[src/hw/gcer_defines.vh]
// constants for the general control and event register bank
// assumes inclusion by bare name from every design file of the block
`ifndef GCER_DEFINES_VH
`define GCER_DEFINES_VH

// ============================================================
// register indices and byte addresses (address = 4 * index)
`define GCER_IDX_CONTROL 8'h86
`define GCER_IDX_STATUS 8'h88
`define GCER_IDX_ENABLE 8'h89
`define GCER_IDX_CLEAR 8'h8a
`define GCER_ADDR_BITS 12
`define GCER_ADDR_CONTROL 12'h218
`define GCER_ADDR_STATUS 12'h220
`define GCER_ADDR_ENABLE 12'h224
`define GCER_ADDR_CLEAR 12'h228

// ============================================================
// general control layout
`define GCER_CTRL_RESET 16'h1000
`define GCER_CTRL_WMASK 16'hff2b
`define GCER_CTRL_PASSTHRU 9
`define GCER_CTRL_LOWSEL 8
`define GCER_CTRL_LOADER_OFF 5
`define GCER_CTRL_SLOT2_OFF 3

// ============================================================
// event status / enable layout
`define GCER_EVT_RESET 8'h00
`define GCER_EVT_MASK 8'hdf
`define GCER_EVT_POWER 7
`define GCER_EVT_HIGH 6
`define GCER_EVT_INPUTS 5
`define GCER_EVT_RSVD 5

// ============================================================
// socket request codes from the socket power logic
`define GCER_REQ_OFF 2'h0
`define GCER_REQ_VCC 2'h1
`define GCER_REQ_PROG 2'h2

// codes sent to the external power switch
`define GCER_SW_GND 2'h0
`define GCER_SW_VCC 2'h1
`define GCER_SW_12V 2'h2
`define GCER_SW_18V 2'h3

// ============================================================
// bus
`define GCER_HTRANS_NONSEQ_BIT 1
`define GCER_ZERO32 32'h00000000

`endif

[src/hw/gcer_vpp_map.v]
// maps one socket's programming-voltage request to a switch code
// assumes request inputs are synchronous levels; output is combinational
`timescale 1ns/1ps
`include "gcer_defines.vh"

module gcer_vpp_map (
  input wire [1:0] vpp_req,
  input wire needs_low,
  input wire high_prog_volt_passthru,
  input wire low_prog_volt_select,
  output reg [1:0] switch_code,
  output wire wants_high
);

  // a card needing low voltage never counts as a genuine high request
  assign wants_high = (vpp_req == `GCER_REQ_PROG) && !needs_low;

  always @* begin
    switch_code = `GCER_SW_GND;
    if (vpp_req == `GCER_REQ_VCC) begin
      switch_code = `GCER_SW_VCC;
    end else if (vpp_req == `GCER_REQ_PROG) begin
      if (needs_low) begin
        // low-voltage request generated from interrogation result
        if (low_prog_volt_select) begin
          switch_code = `GCER_SW_18V;
        end else begin
          switch_code = `GCER_SW_12V;
        end
      end else if (high_prog_volt_passthru) begin
        switch_code = `GCER_SW_12V;
      end else begin
        switch_code = `GCER_SW_GND;
      end
    end
  end

endmodule

[src/hw/gcer_input_watch.v]
// level-change detector for the five general-purpose input terminals
// assumes pin levels are already synchronous to hclk
`timescale 1ns/1ps
`include "gcer_defines.vh"

module gcer_input_watch (
  input wire hclk,
  input wire hresetn,
  input wire [4:0] pin_level,
  input wire [4:0] is_input,
  output wire [4:0] changed
);

  reg [4:0] last_level;
  reg [4:0] primed;

  genvar i;
  generate
    for (i = 0; i < 5; i = i + 1) begin : g_bit
      always @(posedge hclk or negedge hresetn) begin
        if (!hresetn) begin
          last_level[i] <= 1'b0;
          primed[i] <= 1'b0;
        end else begin
          last_level[i] <= pin_level[i];
          // no event until one level has been seen since reset
          primed[i] <= 1'b1;
        end
      end
      assign changed[i] = primed[i] && is_input[i] &&
                          (pin_level[i] != last_level[i]);
    end
  endgenerate

endmodule

[src/hw/gcer_bank.v]
// general control and general-purpose event registers, AHB-Lite slave
// assumes one bus master, single word transfers, inputs sync to hclk
`timescale 1ns/1ps
`include "gcer_defines.vh"

module gcer_bank (
  input wire hclk,
  input wire hresetn,
  input wire hsel,
  input wire [31:0] haddr,
  input wire [1:0] htrans,
  input wire hwrite,
  input wire [2:0] hsize,
  input wire [31:0] hwdata,
  input wire hready,
  output wire hreadyout,
  output wire hresp,
  output reg [31:0] hrdata,
  input wire [1:0] vcc_req_a,
  input wire [1:0] vpp_req_a,
  input wire needs_low_a,
  input wire [1:0] vcc_req_b,
  input wire [1:0] vpp_req_b,
  input wire needs_low_b,
  input wire [4:0] general_input,
  input wire [4:0] general_input_mode,
  output reg [1:0] switch_vpp_a,
  output reg [1:0] switch_vpp_b,
  output reg loader_off,
  output reg second_slot_off,
  output reg irq,
  output reg general_event_out_n
);

  // ============================================================
  // registers
  reg [15:0] general_control;
  reg [7:0] event_status;
  reg [7:0] event_enable;

  // ============================================================
  // bus address phase capture
  reg dp_write;
  reg [`GCER_ADDR_BITS-1:0] dp_addr;
  wire ap_valid;
  wire ap_write;
  wire ap_read;
  wire [`GCER_ADDR_BITS-1:0] ap_addr;

  assign ap_valid = hsel && hready && htrans[`GCER_HTRANS_NONSEQ_BIT];
  assign ap_write = ap_valid && hwrite;
  assign ap_read = ap_valid && !hwrite;
  assign ap_addr = haddr[`GCER_ADDR_BITS-1:0];
  // every access completes without wait states and always OKAY
  assign hreadyout = 1'b1;
  assign hresp = 1'b0;

  always @(posedge hclk or negedge hresetn) begin
    if (!hresetn) begin
      dp_write <= 1'b0;
      dp_addr <= {`GCER_ADDR_BITS{1'b0}};
    end else if (hready) begin
      // address phase only advances while the bus is ready
      dp_write <= ap_write;
      dp_addr <= ap_addr;
    end
  end

  // ============================================================
  // write decode, effective in the data phase
  wire wr_control;
  wire wr_status;
  wire wr_enable;
  wire wr_clear;

  // status and clear writes only touch bits written as one
  assign wr_control = dp_write && (dp_addr == `GCER_ADDR_CONTROL);
  assign wr_status = dp_write && (dp_addr == `GCER_ADDR_STATUS);
  assign wr_enable = dp_write && (dp_addr == `GCER_ADDR_ENABLE);
  assign wr_clear = dp_write && (dp_addr == `GCER_ADDR_CLEAR);

  // ============================================================
  // general control
  reg [15:0] next_general_control;

  always @* begin
    next_general_control = general_control;
    if (wr_control) begin
      // reserved read-only bits never take write data
      next_general_control = hwdata[15:0] & `GCER_CTRL_WMASK;
    end
  end

  always @(posedge hclk or negedge hresetn) begin
    if (!hresetn) begin
      general_control <= `GCER_CTRL_RESET;
    end else begin
      general_control <= next_general_control;
    end
  end

  // ============================================================
  // event enable
  reg [7:0] next_event_enable;

  always @* begin
    next_event_enable = event_enable;
    if (wr_enable) begin
      next_event_enable = hwdata[7:0] & `GCER_EVT_MASK;
    end
  end

  always @(posedge hclk or negedge hresetn) begin
    if (!hresetn) begin
      event_enable <= `GCER_EVT_RESET;
    end else begin
      event_enable <= next_event_enable;
    end
  end

  // ============================================================
  // switch request mapping, one mapper per socket
  wire [1:0] next_switch_vpp_a;
  wire [1:0] next_switch_vpp_b;
  wire high_a;
  wire high_b;

  gcer_vpp_map u_map_a (
    .vpp_req(vpp_req_a),
    .needs_low(needs_low_a),
    .high_prog_volt_passthru(general_control[`GCER_CTRL_PASSTHRU]),
    .low_prog_volt_select(general_control[`GCER_CTRL_LOWSEL]),
    .switch_code(next_switch_vpp_a),
    .wants_high(high_a)
  );

  gcer_vpp_map u_map_b (
    .vpp_req(vpp_req_b),
    .needs_low(needs_low_b),
    .high_prog_volt_passthru(general_control[`GCER_CTRL_PASSTHRU]),
    .low_prog_volt_select(general_control[`GCER_CTRL_LOWSEL]),
    .switch_code(next_switch_vpp_b),
    .wants_high(high_b)
  );

  always @(posedge hclk or negedge hresetn) begin
    if (!hresetn) begin
      switch_vpp_a <= `GCER_SW_GND;
      switch_vpp_b <= `GCER_SW_GND;
      loader_off <= 1'b0;
      second_slot_off <= 1'b0;
    end else begin
      // registered so the switch never sees a decode glitch
      switch_vpp_a <= next_switch_vpp_a;
      switch_vpp_b <= next_switch_vpp_b;
      // the loader and second function are gated by these levels
      loader_off <= general_control[`GCER_CTRL_LOADER_OFF];
      second_slot_off <= general_control[`GCER_CTRL_SLOT2_OFF];
    end
  end

  // ============================================================
  // event sources
  reg [7:0] last_power;
  reg [1:0] last_high;
  reg src_primed;
  wire [7:0] power_now;
  wire [1:0] high_now;
  wire power_evt;
  wire high_evt;
  wire [4:0] input_evt;
  wire [7:0] set_evt;

  assign power_now = {vcc_req_a, vpp_req_a, vcc_req_b, vpp_req_b};
  assign high_now = {high_a, high_b};

  // the first cycle after reset only samples, so reset is no event
  always @(posedge hclk or negedge hresetn) begin
    if (!hresetn) begin
      src_primed <= 1'b0;
    end else begin
      src_primed <= 1'b1;
    end
  end

  always @(posedge hclk or negedge hresetn) begin
    if (!hresetn) begin
      last_power <= 8'h00;
      last_high <= 2'h0;
    end else begin
      last_power <= power_now;
      last_high <= high_now;
    end
  end

  assign power_evt = src_primed && (power_now != last_power);
  assign high_evt = src_primed && (high_now != last_high);

  gcer_input_watch u_watch (
    .hclk(hclk),
    .hresetn(hresetn),
    .pin_level(general_input),
    .is_input(general_input_mode),
    .changed(input_evt)
  );

  // bit five is reserved and never set
  assign set_evt = {power_evt, high_evt, 1'b0, input_evt};

  // ============================================================
  // sticky event status
  reg [7:0] clear_bits;
  reg [7:0] next_event_status;

  // status itself and the clear register both clear on a one
  always @* begin
    clear_bits = 8'h00;
    if (wr_status) begin
      clear_bits = hwdata[7:0];
    end else if (wr_clear) begin
      clear_bits = hwdata[7:0];
    end
  end

  // set beats clear in the same cycle, so no event is ever lost
  always @* begin
    next_event_status = event_status & ~clear_bits;
    next_event_status = next_event_status | set_evt;
    next_event_status = next_event_status & `GCER_EVT_MASK;
  end

  always @(posedge hclk or negedge hresetn) begin
    if (!hresetn) begin
      event_status <= `GCER_EVT_RESET;
    end else begin
      event_status <= next_event_status;
    end
  end

  // ============================================================
  // general event output
  wire [7:0] pending;
  wire next_irq;

  assign pending = event_status & event_enable;
  // a flag raised while masked fires as soon as it is unmasked
  assign next_irq = |pending;

  always @(posedge hclk or negedge hresetn) begin
    if (!hresetn) begin
      irq <= 1'b0;
      general_event_out_n <= 1'b1;
    end else begin
      irq <= next_irq;
      general_event_out_n <= !next_irq;
    end
  end

  // ============================================================
  // read data, captured in the address phase
  reg [31:0] next_hrdata;
  wire rd_control;
  wire rd_status;
  wire rd_enable;

  assign rd_control = (ap_addr == `GCER_ADDR_CONTROL);
  assign rd_status = (ap_addr == `GCER_ADDR_STATUS);
  assign rd_enable = (ap_addr == `GCER_ADDR_ENABLE);

  always @* begin
    next_hrdata = `GCER_ZERO32;
    if (rd_control) begin
      next_hrdata = {16'h0000, general_control};
    end else if (rd_status) begin
      next_hrdata = {24'h000000, event_status};
    end else if (rd_enable) begin
      next_hrdata = {24'h000000, event_enable};
    end else begin
      // clear register is write-only; unmapped reads give zero
      next_hrdata = `GCER_ZERO32;
    end
  end

  always @(posedge hclk or negedge hresetn) begin
    if (!hresetn) begin
      hrdata <= `GCER_ZERO32;
    end else if (ap_read) begin
      // held until the next read, so idle cycles cannot disturb it
      hrdata <= next_hrdata;
    end
  end

endmodule

[config.mk]
export PLATFORM = sky130hd
export DESIGN_NAME = gcer_bank
export DESIGN_NICKNAME = d
export VERILOG_FILES = /design/src/hw/gcer_vpp_map.v /design/src/hw/gcer_input_watch.v /design/src/hw/gcer_bank.v
export VERILOG_INCLUDE_DIRS = /design/src /design/src/hw
export SDC_FILE = /design/constraint.sdc
export NUM_CORES = 1
export LEC_CHECK = 0
export CAP_MARGIN = 0
export CORE_MARGIN = 2
export CORE_UTILIZATION = 40
export DETAILED_ROUTE_END_ITERATION = 12
export DONT_BUFFER_PORTS = 1
export SYNTH_ARGS = -nofsm -noshare
export SYNTH_HDL_FRONTEND = slang
export SYNTH_SLANG_ARGS = --single-unit
export TNS_END_PERCENT = 100
[constraint.sdc]
create_clock -name hclk -period 2.5 [get_ports hclk]
set_clock_uncertainty 0.15 [all_clocks]
set_input_delay 0.5 -clock hclk [delete_from_list [all_inputs] [get_ports hclk]]
set_output_delay 0.5 -clock hclk [all_outputs]
set_load 0.01 [all_outputs]
After elaboration in Yosys (flattened, before gate mapping)
Index checks and enable logic that the tools add are counted.
Word-level totals
  register bits after elaboration: 95
  output and inout bits: 42
Cells by class
  equality and inequality tests: 18
  mux-type cells: 13
  bitwise logic cells: 4
  reductions and logical operators: 27
Operators by type and width (count)
  $eq A12 B10 Y1 const B: 7
  $mux W32: 2
  $mux W8: 3
  $logic_and A1 B1 Y1: 22
  $and A8 B8 Y8: 2
  $mux W2: 7
  $ne A8 B8 Y1: 1
  $not A8 Y8: 1
  $or A8 B8 Y8: 1
  $reduce_or A8 Y1: 1
  $ne A1 B1 Y1: 5
  $eq A2 B1 Y1 const B: 2
  $eq A2 B2 Y1 const B: 2
  $logic_not A1 Y1: 4
  $ne A2 B2 Y1: 1
  $mux W1: 1

Logic depth before layout (Yosys ltp)
Gate-level depths: netlist of the first run.
  depth in word-level cells: 7
  gate-level depth with buffers: 6
  gate-level depth less buffers: 4

Modules after synthesis
A second synthesis of the first run with hierarchy kept.
Second synthesis, totals
  cell total of the unflattened synthesis: 247
  area, all modules: 3357.0 µm²
Modules (own cells, without submodules)
  gcer_bank: instances 1, cells each 216, area each 3047.9 µm², sequential area each 1854.3 µm²
  gcer_input_watch: instances 1, cells each 17, area each 229.0 µm², sequential area each 150.1 µm²
  gcer_vpp_map: instances 2, cells each 7, area each 40.0 µm², sequential area each 0.0 µm²

Worst setup path after synthesis of the first run
Ideal clock, no wire load.
  path kind: in2reg
  start: in haddr[8]
  end: reg hrdata[3]
  setup time: 0.083 ns
  arrival time: 1.839 ns
  data required time: 2.267 ns
  path slack: 0.428 ns
  stages: 5
  buffers on the path: 1
  cells stage by stage: or4b_2 nor4_4 buf_4 a22oi_1 o21ai_0
Between the ends
  longest elaborated chain between the ends: 4
Ends and longest elaborated chain
  from (decl): RTL line gcer_bank.v:10  | input wire [31:0] haddr,
  $eq A12 B10 Y1 (no line)
  $mux W8: RTL line gcer_bank.v:276  | end else if (rd_enable) begin
  $mux W32: RTL line gcer_bank.v:274  | end else if (rd_status) begin
  $mux W32 *: RTL line gcer_bank.v:272  | if (rd_control) begin
  to (signal assigned): RTL line gcer_bank.v:286  | hrdata <= `GCER_ZERO32;
  to (signal assigned): RTL line gcer_bank.v:289  | hrdata <= next_hrdata;
  to (decl): RTL line gcer_bank.v:18  | output reg [31:0] hrdata,
Every way passes the cells marked *; elsewhere a longest branch is shown, timed or not.
A chain may end at the register's enable or synchronous reset.

Worst setup path in the final report of the first run
  start: reg dp_addr[6]
  end: reg general_control[13]
Between the ends
  longest elaborated chain between the ends: 2
Ends and longest elaborated chain
  from (decl): RTL line gcer_bank.v:44  | reg [`GCER_ADDR_BITS-1:0] dp_addr;
  from (signal assigned): RTL line gcer_bank.v:61  | dp_addr <= {`GCER_ADDR_BITS{1'b0}};
  from (signal assigned): RTL line gcer_bank.v:65  | dp_addr <= ap_addr;
  $eq A12 B10 Y1 (no line)
  $logic_and A1 B1 Y1: RTL line gcer_bank.v:77  | assign wr_control = dp_write && (dp_addr == `GCER_ADDR_CONTROL);
  to (signal assigned): RTL line gcer_bank.v:96  | general_control <= `GCER_CTRL_RESET;
  to (signal assigned): RTL line gcer_bank.v:98  | general_control <= next_general_control;
  to (decl): RTL line gcer_bank.v:37  | reg [15:0] general_control;
Every way passes these cells.

==> results.md, run 1 <==
Critical path:
- At the worst endpoint, the required time is 2.57 ns.
- In this run the critical register-to-register path is captured at general_control[13].
- The element type at the critical path start is a flop.
- The reg2reg setup slack is 0.28 ns.
- STA classifies the critical path endpoint as a flop.
- The critical path is of the flop to flop type.
- Of all nets on the critical path, the largest fanout is 9.
- The critical path launch point is dp_addr[6].
- The depth of the worst register-to-register path is 5.
- Following the worst setup path forward leads to its endpoint at general_control[13].
- The critical path arrival is 2.30 ns.
- The startpoint of the worst-slack reg-to-reg timing path is dp_addr[6].

CTS:
- After clock tree synthesis, the flow added hold-fix buffers numbering 2.
- Buffers inserted during clock tree synthesis total 9.
- The number of resized instances in the post-cts repair step is 0.
- The CTS tree is built.
- The cell sitting at the root of the clock tree is a clkbuf_8.
- The number of setup buffers added after CTS is 0.
- The deepest level of the CTS H-tree is 3.
- The largest buffer count on any clock path is 2.
- The tree built by TritonCTS fans out to 79 sinks.
- The clock latency on the worst-skew pair is 0.34 ns.
- Clock-pin slew was measured on the worst setup and hold paths at 0.08 ns.

Global routing:
- met2 is the most crowded layer.
- Entering global routing, the biggest net connects 80 pins.
- The via count of the first global-routing pass is around 1800.
- Global routing used 22.2% of the available met2 tracks.
- Across every metal layer, demand over resource in global routing totals 14.8%.
- The met3 global-route usage is 6.46%.
- The overall overflow remaining after global route is 0.
- The first global-routing pass estimated roughly 9700 µm of wire.
- The met1 routing resource usage after global routing is a little under a fifth.
- The number of antenna violations at the first check in global routing is 0.

Detailed routing:
- The detail route stage leaves a number of antenna-violating nets equal to 0.
- The per-cell routed wire length is 17.3 µm.
- The DRC violation count after routing is 0.
- The final route contains 1814 vias.
- After the first detailed-routing iteration, the DRC count stood at 62.
- Dividing the detail-routed via count by the number of cells gives 4.94.
- The post-detailed-routing wire length is 6330 µm.
- The pre-antenna-repair detailed-routing pass consisted of 4 iterations.

STA:
- The maximum clock rate is between 400 and 500 MHz.
- The shortest period the worst path allows is approximately 2.2 ns.
- After layout, the worst path uses 88.9% of the clock period.
- The worst path meets setup with approximately 0.28 ns of slack.
- The max-slew violation count is 0.
- Summed over all failing endpoints, the final setup total negative slack is 0 ns.
- Headroom to the max-slew limit came out at 64.3%.
- For the pin with the worst max-slew slack, the measured transition is around 0.53 ns.
- Setup repair after global routing left no endpoint under its margin.
- The number of endpoints failing setup at the final stage is 0.
- The number of hold-slack violations in the final timing report came to 0.

Power and ir drop:
- For this design the ratio of total power to cell area is between 600 and 700 nW/µm².
- IR analysis of the VDD net gives a maximum drop of approximately 0.37 mV.
- The reported leakage power is approximately 1.7 nW.

Hold path:
- The worst hold path stage count is 1.
- The class of the tightest hold or removal check is primary input to flop.
- The startpoint of the lowest-slack hold path is vpp_req_b[0].

Floorplanning:
- The number of I/O pins is roughly 140.
- The die is between 90 and 100 µm wide.
- The floorplan row count is 33.
- The floorplan die area is around 9000 µm².
- The vertical die dimension is 94.8 µm.
- The core footprint is 8090 µm².
- The initial core utilization is 40.7%.

Yosys:
- The synthesized design contains 79 register bits.
- Summing the sequential cell areas from Yosys gives 60.1% of the chip area.
- The number of warnings printed during yosys synthesis is 0.
- In the synthesized netlist the dominant register cell turns out to be dfrtp_1.
- The mapped netlist covers 3290 µm².
- The number of enable flip-flop cells after synthesis is 0.
- For this run, asynchronously set or reset flops after synthesis account for 100%.
- The count of unique library cells instantiated by Yosys is 35.
- The cell count after synthesis is around 240.
- Averaged over all synthesized cells, the footprint is 14.0 µm².

Layout:
- The proportion of layout cells with a drive suffix above 1 is 22.1%.
- The final cell count without fillers is 367.
- Across the whole layout, storage elements account for 1980 µm².
- The top cell types in the final layout, fill and taps aside, are dfrtp_1, mux2_2, conb_1.
- The number of inserted filler cells in the final layout is 723.
- The multi-input combinational cells in the finished layout cover a total of 1190 µm².
- After the last flow step, the layout net total stands at 352.
- The diode insertion count for antenna repair is 0.
- Leaving out fill and tap cells, the most frequent cell in the layout is dfrtp_1.
- From synthesis to final layout, the design area changed by 12.2%.

Status:
- The run finished with clean final reports.

Place:
- Prior to clock tree synthesis, the placed netlist has a worst setup slack of 0.249 ns.
- After detailed placement, the design holds a cell count of 337.
- The final weighted congestion in routability-driven placement is between 0.6 and 0.7.
- Input and output buffers added on the ports amount to 0.
- The HPWL after detailed placement is 4340 µm.

Run:
- Across the run, the number of max-cap violations was 0.
-- flip-flops by register name, summed over array words and instances (netlist names) --
register and cells:
general_control 12, event_status 7, u_watch.last_level 5, switch_vpp_a 2
dp_addr 12, last_power 8, u_watch.primed 1, event_enable 7
second_slot_off 1, general_event_out_n 1, dp_write 1, irq 1
hrdata 16, last_high 2, switch_vpp_b 2, loader_off 1
-- worst min path at each step --
stage / endpoint / slack (ns)
global route: last_high[0] / 0.06
detailed placement: last_power[3] / 0.06
finish: last_high[0] / 0.08
floorplan: dp_addr[0] / 0.05
global placement: last_power[7] / 0.06
CTS: last_power[2] / 0.002
-- stage by stage --
step                      hold slack (ns)  total power [mW]  cell area (µm²)  utilization (%)
after floorplan                    0.0544              1.51             3360                -
after global placement             0.0559              1.50             3360             41.5
after detailed placement           0.0558              1.50             3360             41.5
after CTS                         0.00162              2.40             3560             44.0
after global routing               0.0562              2.49             3690             45.7
final                              0.0840              2.36             3690             45.7
-- power breakdown --
part	switching (mW)	total (mW)	internal (mW)
Sequential	0.0387	1.37	1.33
Clock	0.458	0.840	0.382
Combinational	0.0726	0.154	0.0811
Total	0.569	2.36	1.80
-- cells by family (layout without fill, tap and decap cells) --
kind of cell / count (synthesis) / after routing / synth area share, %
flip-flops: 79 / 79 / 60.1
multiplexers: 38 / 38 / 13.9
AO/OA/AOI/OAI: 34 / 34 / 8.01
other: 2 / 19 / 0.228
XOR/XNOR: 15 / 15 / 3.99
buffers and inverters: 28 / 37 / 5.58
AND/OR/NAND/NOR: 40 / 40 / 8.24
-- layout make-up --
class	instances	area share [%]
Sequential cell	79	53.6
Multi-Input combinational cell	146	32.3
Timing Repair Buffer	18	5.49
Clock buffer	10	3.73
Tap cell	105	3.56
Clock inverter	5	0.914
Inverter	4	0.406
-- critical path, stage by stage (launching register included) --
cell,delay [ns]
dfrtp_1,0.38
or4b_4,0.57
nor3_2,0.22
nand4_2,0.24
buf_12,0.23
mux2_4,0.29
-- routing by layer --
layer	part of all wire, %	vias to the layer above
li1	-	852
met1	45	881
met2	47	73
met3	7.3	8
met4	1.3	0
met5	0	-
-- synthesized netlist by cell type, types with 3 or more instances --
library cell  count  area (µm²)
dfrtp_1          77        1930
mux2_2           21         236
buf_4            19         143
nand2_1          14        52.6
xor2_1           13         114
a22o_1           11        96.3
mux2_4           10         150
o21ai_0          10        50.1
mux2i_1           7        70.1
a22oi_1           5        37.5
a32o_1            5        50.1
clkbuf_1          4        15.0
inv_1             4        15.0
nand4_1           3        18.8
nor3b_1           3        22.5
(Power assumes the default switching activity.)
==> inputs of run 2 (changes only) <==
Settings changed: CORE_UTILIZATION 40 to 33, GPL_ROUTABILITY_DRIVEN set to 0.
==> run 2 against run 1 <==
Final cell count up 4.4%. Critical path depth unchanged. Clock power up 1%. Setup slack better by 0.071 ns. First-iteration DRC count up 56%. Non-clock buffer count down 10. Sequential power about the same. Combinational power down 9%. Sequential cell count unchanged. Die area up 20%. Global-route usage down 2.2 points. Critical endpoint is now general_control[5].
==> results.md, run 2 (synthesized netlist as in run 1, its figures left out) <==
Floorplanning:
- The chip width is 104 µm.
- For this configuration, the core starts out at a cell density of between 30 and 40%.
- The floorplan step defined a die boundary enclosing 10800 µm².
- The floorplan has 36 rows.
- The vertical die dimension is 104 µm.
- The number of I/O pins is 136.
- The core footprint is 9730 µm².

Hold path:
- The tightest min-delay check is of the primary input to flop type.
- The worst hold path begins at general_input[1].

Global routing:
- The via count of the first global-routing pass came to 1913.
- The overall overflow remaining after global route is 0.
- The largest net degree at the start of global routing is 80.
- The first global-routing pass estimated between 10000 and 15000 µm of wire.
- The overall global routing resource usage is 12.6%.
- The number of antenna violations at the first check in global routing is 0.

Layout:
- The area growth from synthesis to layout is 9.76%.
- The number of antenna diodes in the final layout is 0.
- In the final layout, the registers with the most flip-flops are hrdata x16, dp_addr x12, general_control x12.
- The register name with the most flops is hrdata.
- The number of inserted filler cells in the final layout is 988.
- The post-layout net count is 342.
- The register with the most flip-flops in the layout has 16 of them.
- The final cell count without fillers is 383.
- The proportion of layout cells with a drive suffix above 1 is 22.4%.
- The library cells used most frequently in the layout, excluding fill and tap cells, are dfrtp_1, mux2_2, conb_1.
- Once layout is complete, the utilization of the core stands at 37.2%.
- Leaving out fill and tap cells, the most frequent cell in the layout is dfrtp_1.

CTS:
- At the later pin of the worst-skew pair, clock insertion delay measures 0.34 ns.
- The cell sitting at the root of the clock tree is a clkbuf_8.
- The tree built by TritonCTS fans out to 79 sinks.
- The clock-pin slew reported for the worst setup and hold paths after clock tree synthesis is ~0.08 ns.
- The number of buffers created by CTS is 9.
- The number of buffers inserted by hold repair at cts is 2.
- In this run the deepest clock path goes through 2 buffers.
- The number of setup buffers added after CTS is 0.
- The deepest level of the CTS H-tree is 3.
- Post-CTS repair changed the size of 0 cells.
- The CTS tree is built.

Critical path:
- The critical path arrival is 2.23 ns.
- The element type at the critical path start is a flop.
- The worst-path cell with the longest stage delay is or4b_4.
- The kind of cell with the highest combined delay along the critical path is simple AND/OR/NAND/NOR gates.
- The number of buffer and inverter stages on the critical path is 1.
- Traced cell by cell, the critical path runs through or4b_4 -> nor3_2 -> nand4_2 -> buf_4 -> mux2_4.
- The critical path is of the flop to flop type.
- The critical path launch point is dp_addr[6].
- Across all register-to-register paths, the minimum setup slack is 0.35 ns.
- Following the worst setup path forward leads to its endpoint at general_control[5].
- The worst-path maximum fanout is 12.
- The worst stage delay on the critical path is 0.57 ns.
- The critical path depth is 5.
- In this run the critical register-to-register path is launched from dp_addr[6].
- The endpoint kind of the worst setup timing path is a flop.
- The depth of the worst register-to-register path is 5.
- In this run the critical register-to-register path is captured at general_control[5].
- The critical path required time is between 2 and 3 ns.

Place:
- After legalization and detailed placement, the total HPWL measured 4550 µm.
- The number of I/O port buffers is 0.
- At the placement stage, the worst setup path has a slack of ~0.35 ns.
- The number of cells after detailed placement is roughly 370.

STA:
- The worst hold margin is 0.0336 ns.
- The number of endpoints failing setup at the final stage is 0.
- The final setup TNS is 0 ns.
- The normalized max-slew margin is 61.8%.
- The maximum clock rate is 465 MHz.
- Setup repair after global routing left no endpoint under its margin.
- The routed design could run at a clock period as short as 2.15 ns.
- The share of the cycle needed by the critical path after routing is 86.0%.
- The number of hold-slack violations in the final timing report is 0.
- In the post-route analysis, the smallest setup slack over all paths is 0.349 ns.
- The slew at the pin with the worst max-slew slack is approximately 0.57 ns.
- The max-slew violation count came to 0.

Power and ir drop:
- In this run the static leakage power is about 1.6 nW.
- For this design the ratio of total power to cell area is about 650 nW/µm².
- IR analysis of the VDD net gives a maximum drop of 0.256 mV.

Detailed routing:
- The per-cell routed wire length is 16.9 µm.
- The number of DRC markers after the initial detailed-route iteration is 97.
- The detailed-route vias per instance is 4.77.
- The detailed-router iteration count before antenna repair is 4.
- In this run the remaining antenna-violating nets after routing total 0.
- The post-detailed-routing wire length is ~6500 µm.
- The routed layout has 1827 vias.
- After detailed routing, the number of remaining DRC violations is 0.

Run:
- The max-capacitance violation count is 0.

Status:
- The run finished with clean final reports.
## run 2: power by group
| group | internal, mW | switching (mW) | leakage (nW) |
|---|---|---|---|
| Sequential | 1.33 | 0.0375 | 0.943 |
| Clock | 0.425 | 0.428 | 0.0902 |
| Combinational | 0.0708 | 0.0695 | 0.585 |
| Total | 1.83 | 0.535 | 1.62 |
## run 2: stage by stage
step           power (mW)  area [µm²]
3_5_place_dp         1.50        3380
6_report             2.36        3620
3_3_place_gp         1.50        3380
5_1_grt              2.49        3620
2_1_floorplan        1.51        3360
4_1_cts              2.41        3590
## run 2: worst min-delay path by stage
| stage | endpoint | slack, ns | depth (start not counted) |
|---|---|---|---|
| 2_1_floorplan | dp_addr[0] | 0.05 | 0 |
| 3_3_place_gp | dp_addr[0] | 0.06 | 0 |
| 3_5_place_dp | dp_addr[0] | 0.06 | 0 |
| 4_1_cts | u_watch.last_level[4] | 0.0007 | 0 |
| 5_1_grt | u_watch.last_level[1] | 0.0002 | 0 |
| 6_report | u_watch.last_level[1] | 0.03 | 0 |
## run 2: layout make-up
cell class / instances / area, µm² / area share [%]
clock inverters: 1 / 5.00 / 0.138
repair buffers: 8 / 90.1 / 2.49
flip-flops and latches: 79 / 1980 / 54.7
inverters: 4 / 15.0 / 0.415
clock buffers: 12 / 165 / 4.57
well taps: 133 / 166 / 4.60
multi-input cells: 146 / 1190 / 33.0
## run 2: metal layers
| metal | wire, µm | GRT usage (%) | part of all wire [%] | up-vias |
|---|---|---|---|---|
| li1 | - | - | - | 834 |
| met3 | 424 | 5.39 | 6.6 | 11 |
| met5 | 0 | 0 | 0 | - |
| met1 | 2980 | 16.0 | 46 | 919 |
| met4 | 127 | 6.08 | 2.0 | 0 |
| met2 | 2940 | 18.4 | 45 | 63 |
==> inputs of run 3 (changes only) <==
Settings changed: CELL_PAD_IN_SITES_DETAIL_PLACEMENT set to 1, CELL_PAD_IN_SITES_GLOBAL_PLACEMENT set to 1, PLACE_DENSITY set to 0.69.
==> run 3 against run 2 <==
Sequential share of layout area fell by 2.9 points. Die area did not move. Largest cell class unchanged. Clock-buffer cell count fell by 1. Final cell count rose by 3.4%. Largest power group unchanged. Non-clock buffer count rose by 10. Final area rose by 5.5%. Register-to-register slack got worse by 0.02 ns. Fmax fell by 0.83%.
==> results.md, run 3 (synthesized netlist as in run 1, its figures left out) <==
STA:
- The max-slew violation count came to 0.
- The share of the cycle needed by the critical path after routing is ~87%.
- The slew at the pin with the worst max-slew slack is 0.582 ns.
- The maximum clock rate is 461 MHz.
- Setup repair after global routing left no endpoint under its margin.
- The worst path setup slack after routing is around 0.33 ns.
- Setup total negative slack on the finished layout was measured at 0 ns.
- The number of endpoints failing setup at the final stage is 0.
- The shortest period the worst path allows is about 2.2 ns.
- The number of hold-slack violations in the final timing report is 0.
- Hold timing on the final database bottoms out at a slack of 0.0856 ns.
- Headroom to the max-slew limit came out at 60.9%.

Global routing:
- The number of antenna violations at the first check in global routing is 0.
- The wire length of the first global-routing pass is between 10000 and 15000 µm.
- The overall global routing resource usage is 14.1%.
- The largest net degree at the start of global routing is 80.
- The via count of the first global-routing pass is about 2000.
- The overall overflow remaining after global route is 0.

Detailed routing:
- The total vias in the final route is ~1900.
- For this block, the initial DRC count from the detailed router was 52.
- The number of nets still failing antenna checks after routing is 0.
- The DRC violation count after routing is 0.
- The first detailed-routing pass ran for 4 iterations.
- The detailed-route vias per instance is 4.80.
- The routed design has between 7000 and 8000 µm of wire.
- The per-cell routed wire length is 18.0 µm.

CTS:
- The cell sitting at the root of the clock tree is a clkbuf_8.
- The largest buffer count on any clock path is 2.
- The number of setup buffers added after CTS is 0.
- The sink count of the clock tree is 79.
- TritonCTS created 9 clock buffers.
- The CTS tree is built.
- CTS built an H-tree with a depth of 3.
- For the worst-skew pair, the clock arrives at the later sink with an insertion delay of 0.35 ns.
- The clock-pin slew reported for the worst setup and hold paths after clock tree synthesis is 0.08 ns.

Hold path:
- The path class of the tightest hold or removal check is primary input to flop.
- The startpoint of the lowest-slack hold path is vpp_req_b[0].

Run:
- The max-capacitance violation count is 0.

Layout:
- The diode insertion count for antenna repair is 0.
- Relative to the synthesized area, the layout overhead comes to 15.8%.
- The library cell used most frequently in the layout, excluding fill and tap cells, is dfrtp_1.
- After filler insertion, the fill cell instance count of the layout stands at 1046.
- The final design utilization is around two fifths.
- The area used by multi-input combinational logic is 1190 µm².
- In the layout the commonest cells are dfrtp_1, mux2_2, conb_1.
- The register area is around 2000 µm².
- Once layout is done, the placed cells without fillers occupy 3820 µm².
- The register with the most flip-flops in the layout has 16 of them.
- The proportion of layout cells with a drive suffix above 1 is 22.1%.
- After the last flow step, the layout net total stands at between 300 and 400.
- The register name with the most flops is hrdata.
- The largest registers in the layout are hrdata x16, dp_addr x12, general_control x12.
- The final cell count without fillers is 396.

Floorplanning:
- Once the floorplan was initialized, standard cells occupied between 30% and 40% of the core.
- The floorplan step set the die height to about 100 µm.
- The chip width is between 100 and 150 µm.
- The number of I/O pins is 136.
- The initialized floorplan defines 36 standard-cell rows.
- The floorplan die area is 10800 µm².
- The core footprint is around 10000 µm².

Critical path:
- The critical path launch point is dp_addr[6].
- STA classifies the critical path endpoint as a flop.
- The critical path arrival is 2.26 ns.
- The critical path required time is 2.59 ns.
- The worst setup path is launched from a flop.
- The startpoint of the worst-slack reg-to-reg timing path is dp_addr[6].
- By startpoint and endpoint, the worst setup path is classified as flop to flop.
- The worst-path maximum fanout is 7.

Place:
- Detailed placement ended at an HPWL of a little under 5000 µm.
- At the placement stage, the worst setup path has a slack of roughly 0.34 ns.
- Buffers placed on the I/O ports in this run total 0.
- Including well taps, the total number of placed cells is between 300 and 400.
- After detailed placement, the total cell area comes to 3380 µm².

Power and ir drop:
- The peak supply drop is 0.319 mV.
- The power per cell area is 734 nW/µm².
- The total power is 2.80 mW.
- The reported leakage power is 1.70 nW.

Status:
- The flow ran to the end, and the final reports show no timing, DRC or antenna violations.
==> run 3: cell count changes in the layout (fill, tap and decap cells not counted) <==
cell           change
clkinv_4           +1
dlygate4sd3_1     +10
clkinv_2           -1
bufinv_16          +4
clkbuf_8           -2
clkbuf_1           +1
==> run 3: worst max-delay path, stage by stage (launching register included) <==
cell and delay (ns):
dfrtp_1 0.40, or4b_4 0.58, nor4_4 0.57, nand2_1 0.11, a22o_1 0.25
==> run 3: report_power, final <==
part / internal [mW] / switching, mW
sequential: 1.33 / 0.0398
combinational: 0.0812 / 0.0745
clock: 0.794 / 0.478
==> run 3: area by class of cell <==
cell class	count	area share, %
clock buffers	11	3.70
clock inverters	5	3.38
inverters	4	0.393
multi-input cells	146	31.3
flip-flops and latches	79	51.9
well taps	133	4.36
repair buffers	18	4.98
==> run 3: worst paths after layout <==
kind	end	slack, ns	depth (start not counted)
max	event_status[6]	0.33	4
min	last_high[0]	0.09	1
max reg2reg	event_status[6]	0.33	4
min reg2reg	loader_off	0.26	0
max in group asynchronous	general_control[12]	1.27	2
min in group asynchronous	dp_addr[11]	0.56	2
==> run 3: layer usage <==
layer / vias to the layer above / track usage, % / wire length, µm
li1: 856 / - / -
met1: 978 / 17.5 / 3050
met2: 60 / 21.9 / 3530
met3: 5 / 5.76 / 513
met4: 0 / 6.08 / 51
met5: - / 0 / 0
==> run 3: what timing repair did <==
item                      in CTS  in global routing
gates resized for setup        0                  0
hold endpoints to repair      92                  0
hold buffers                  15                  0
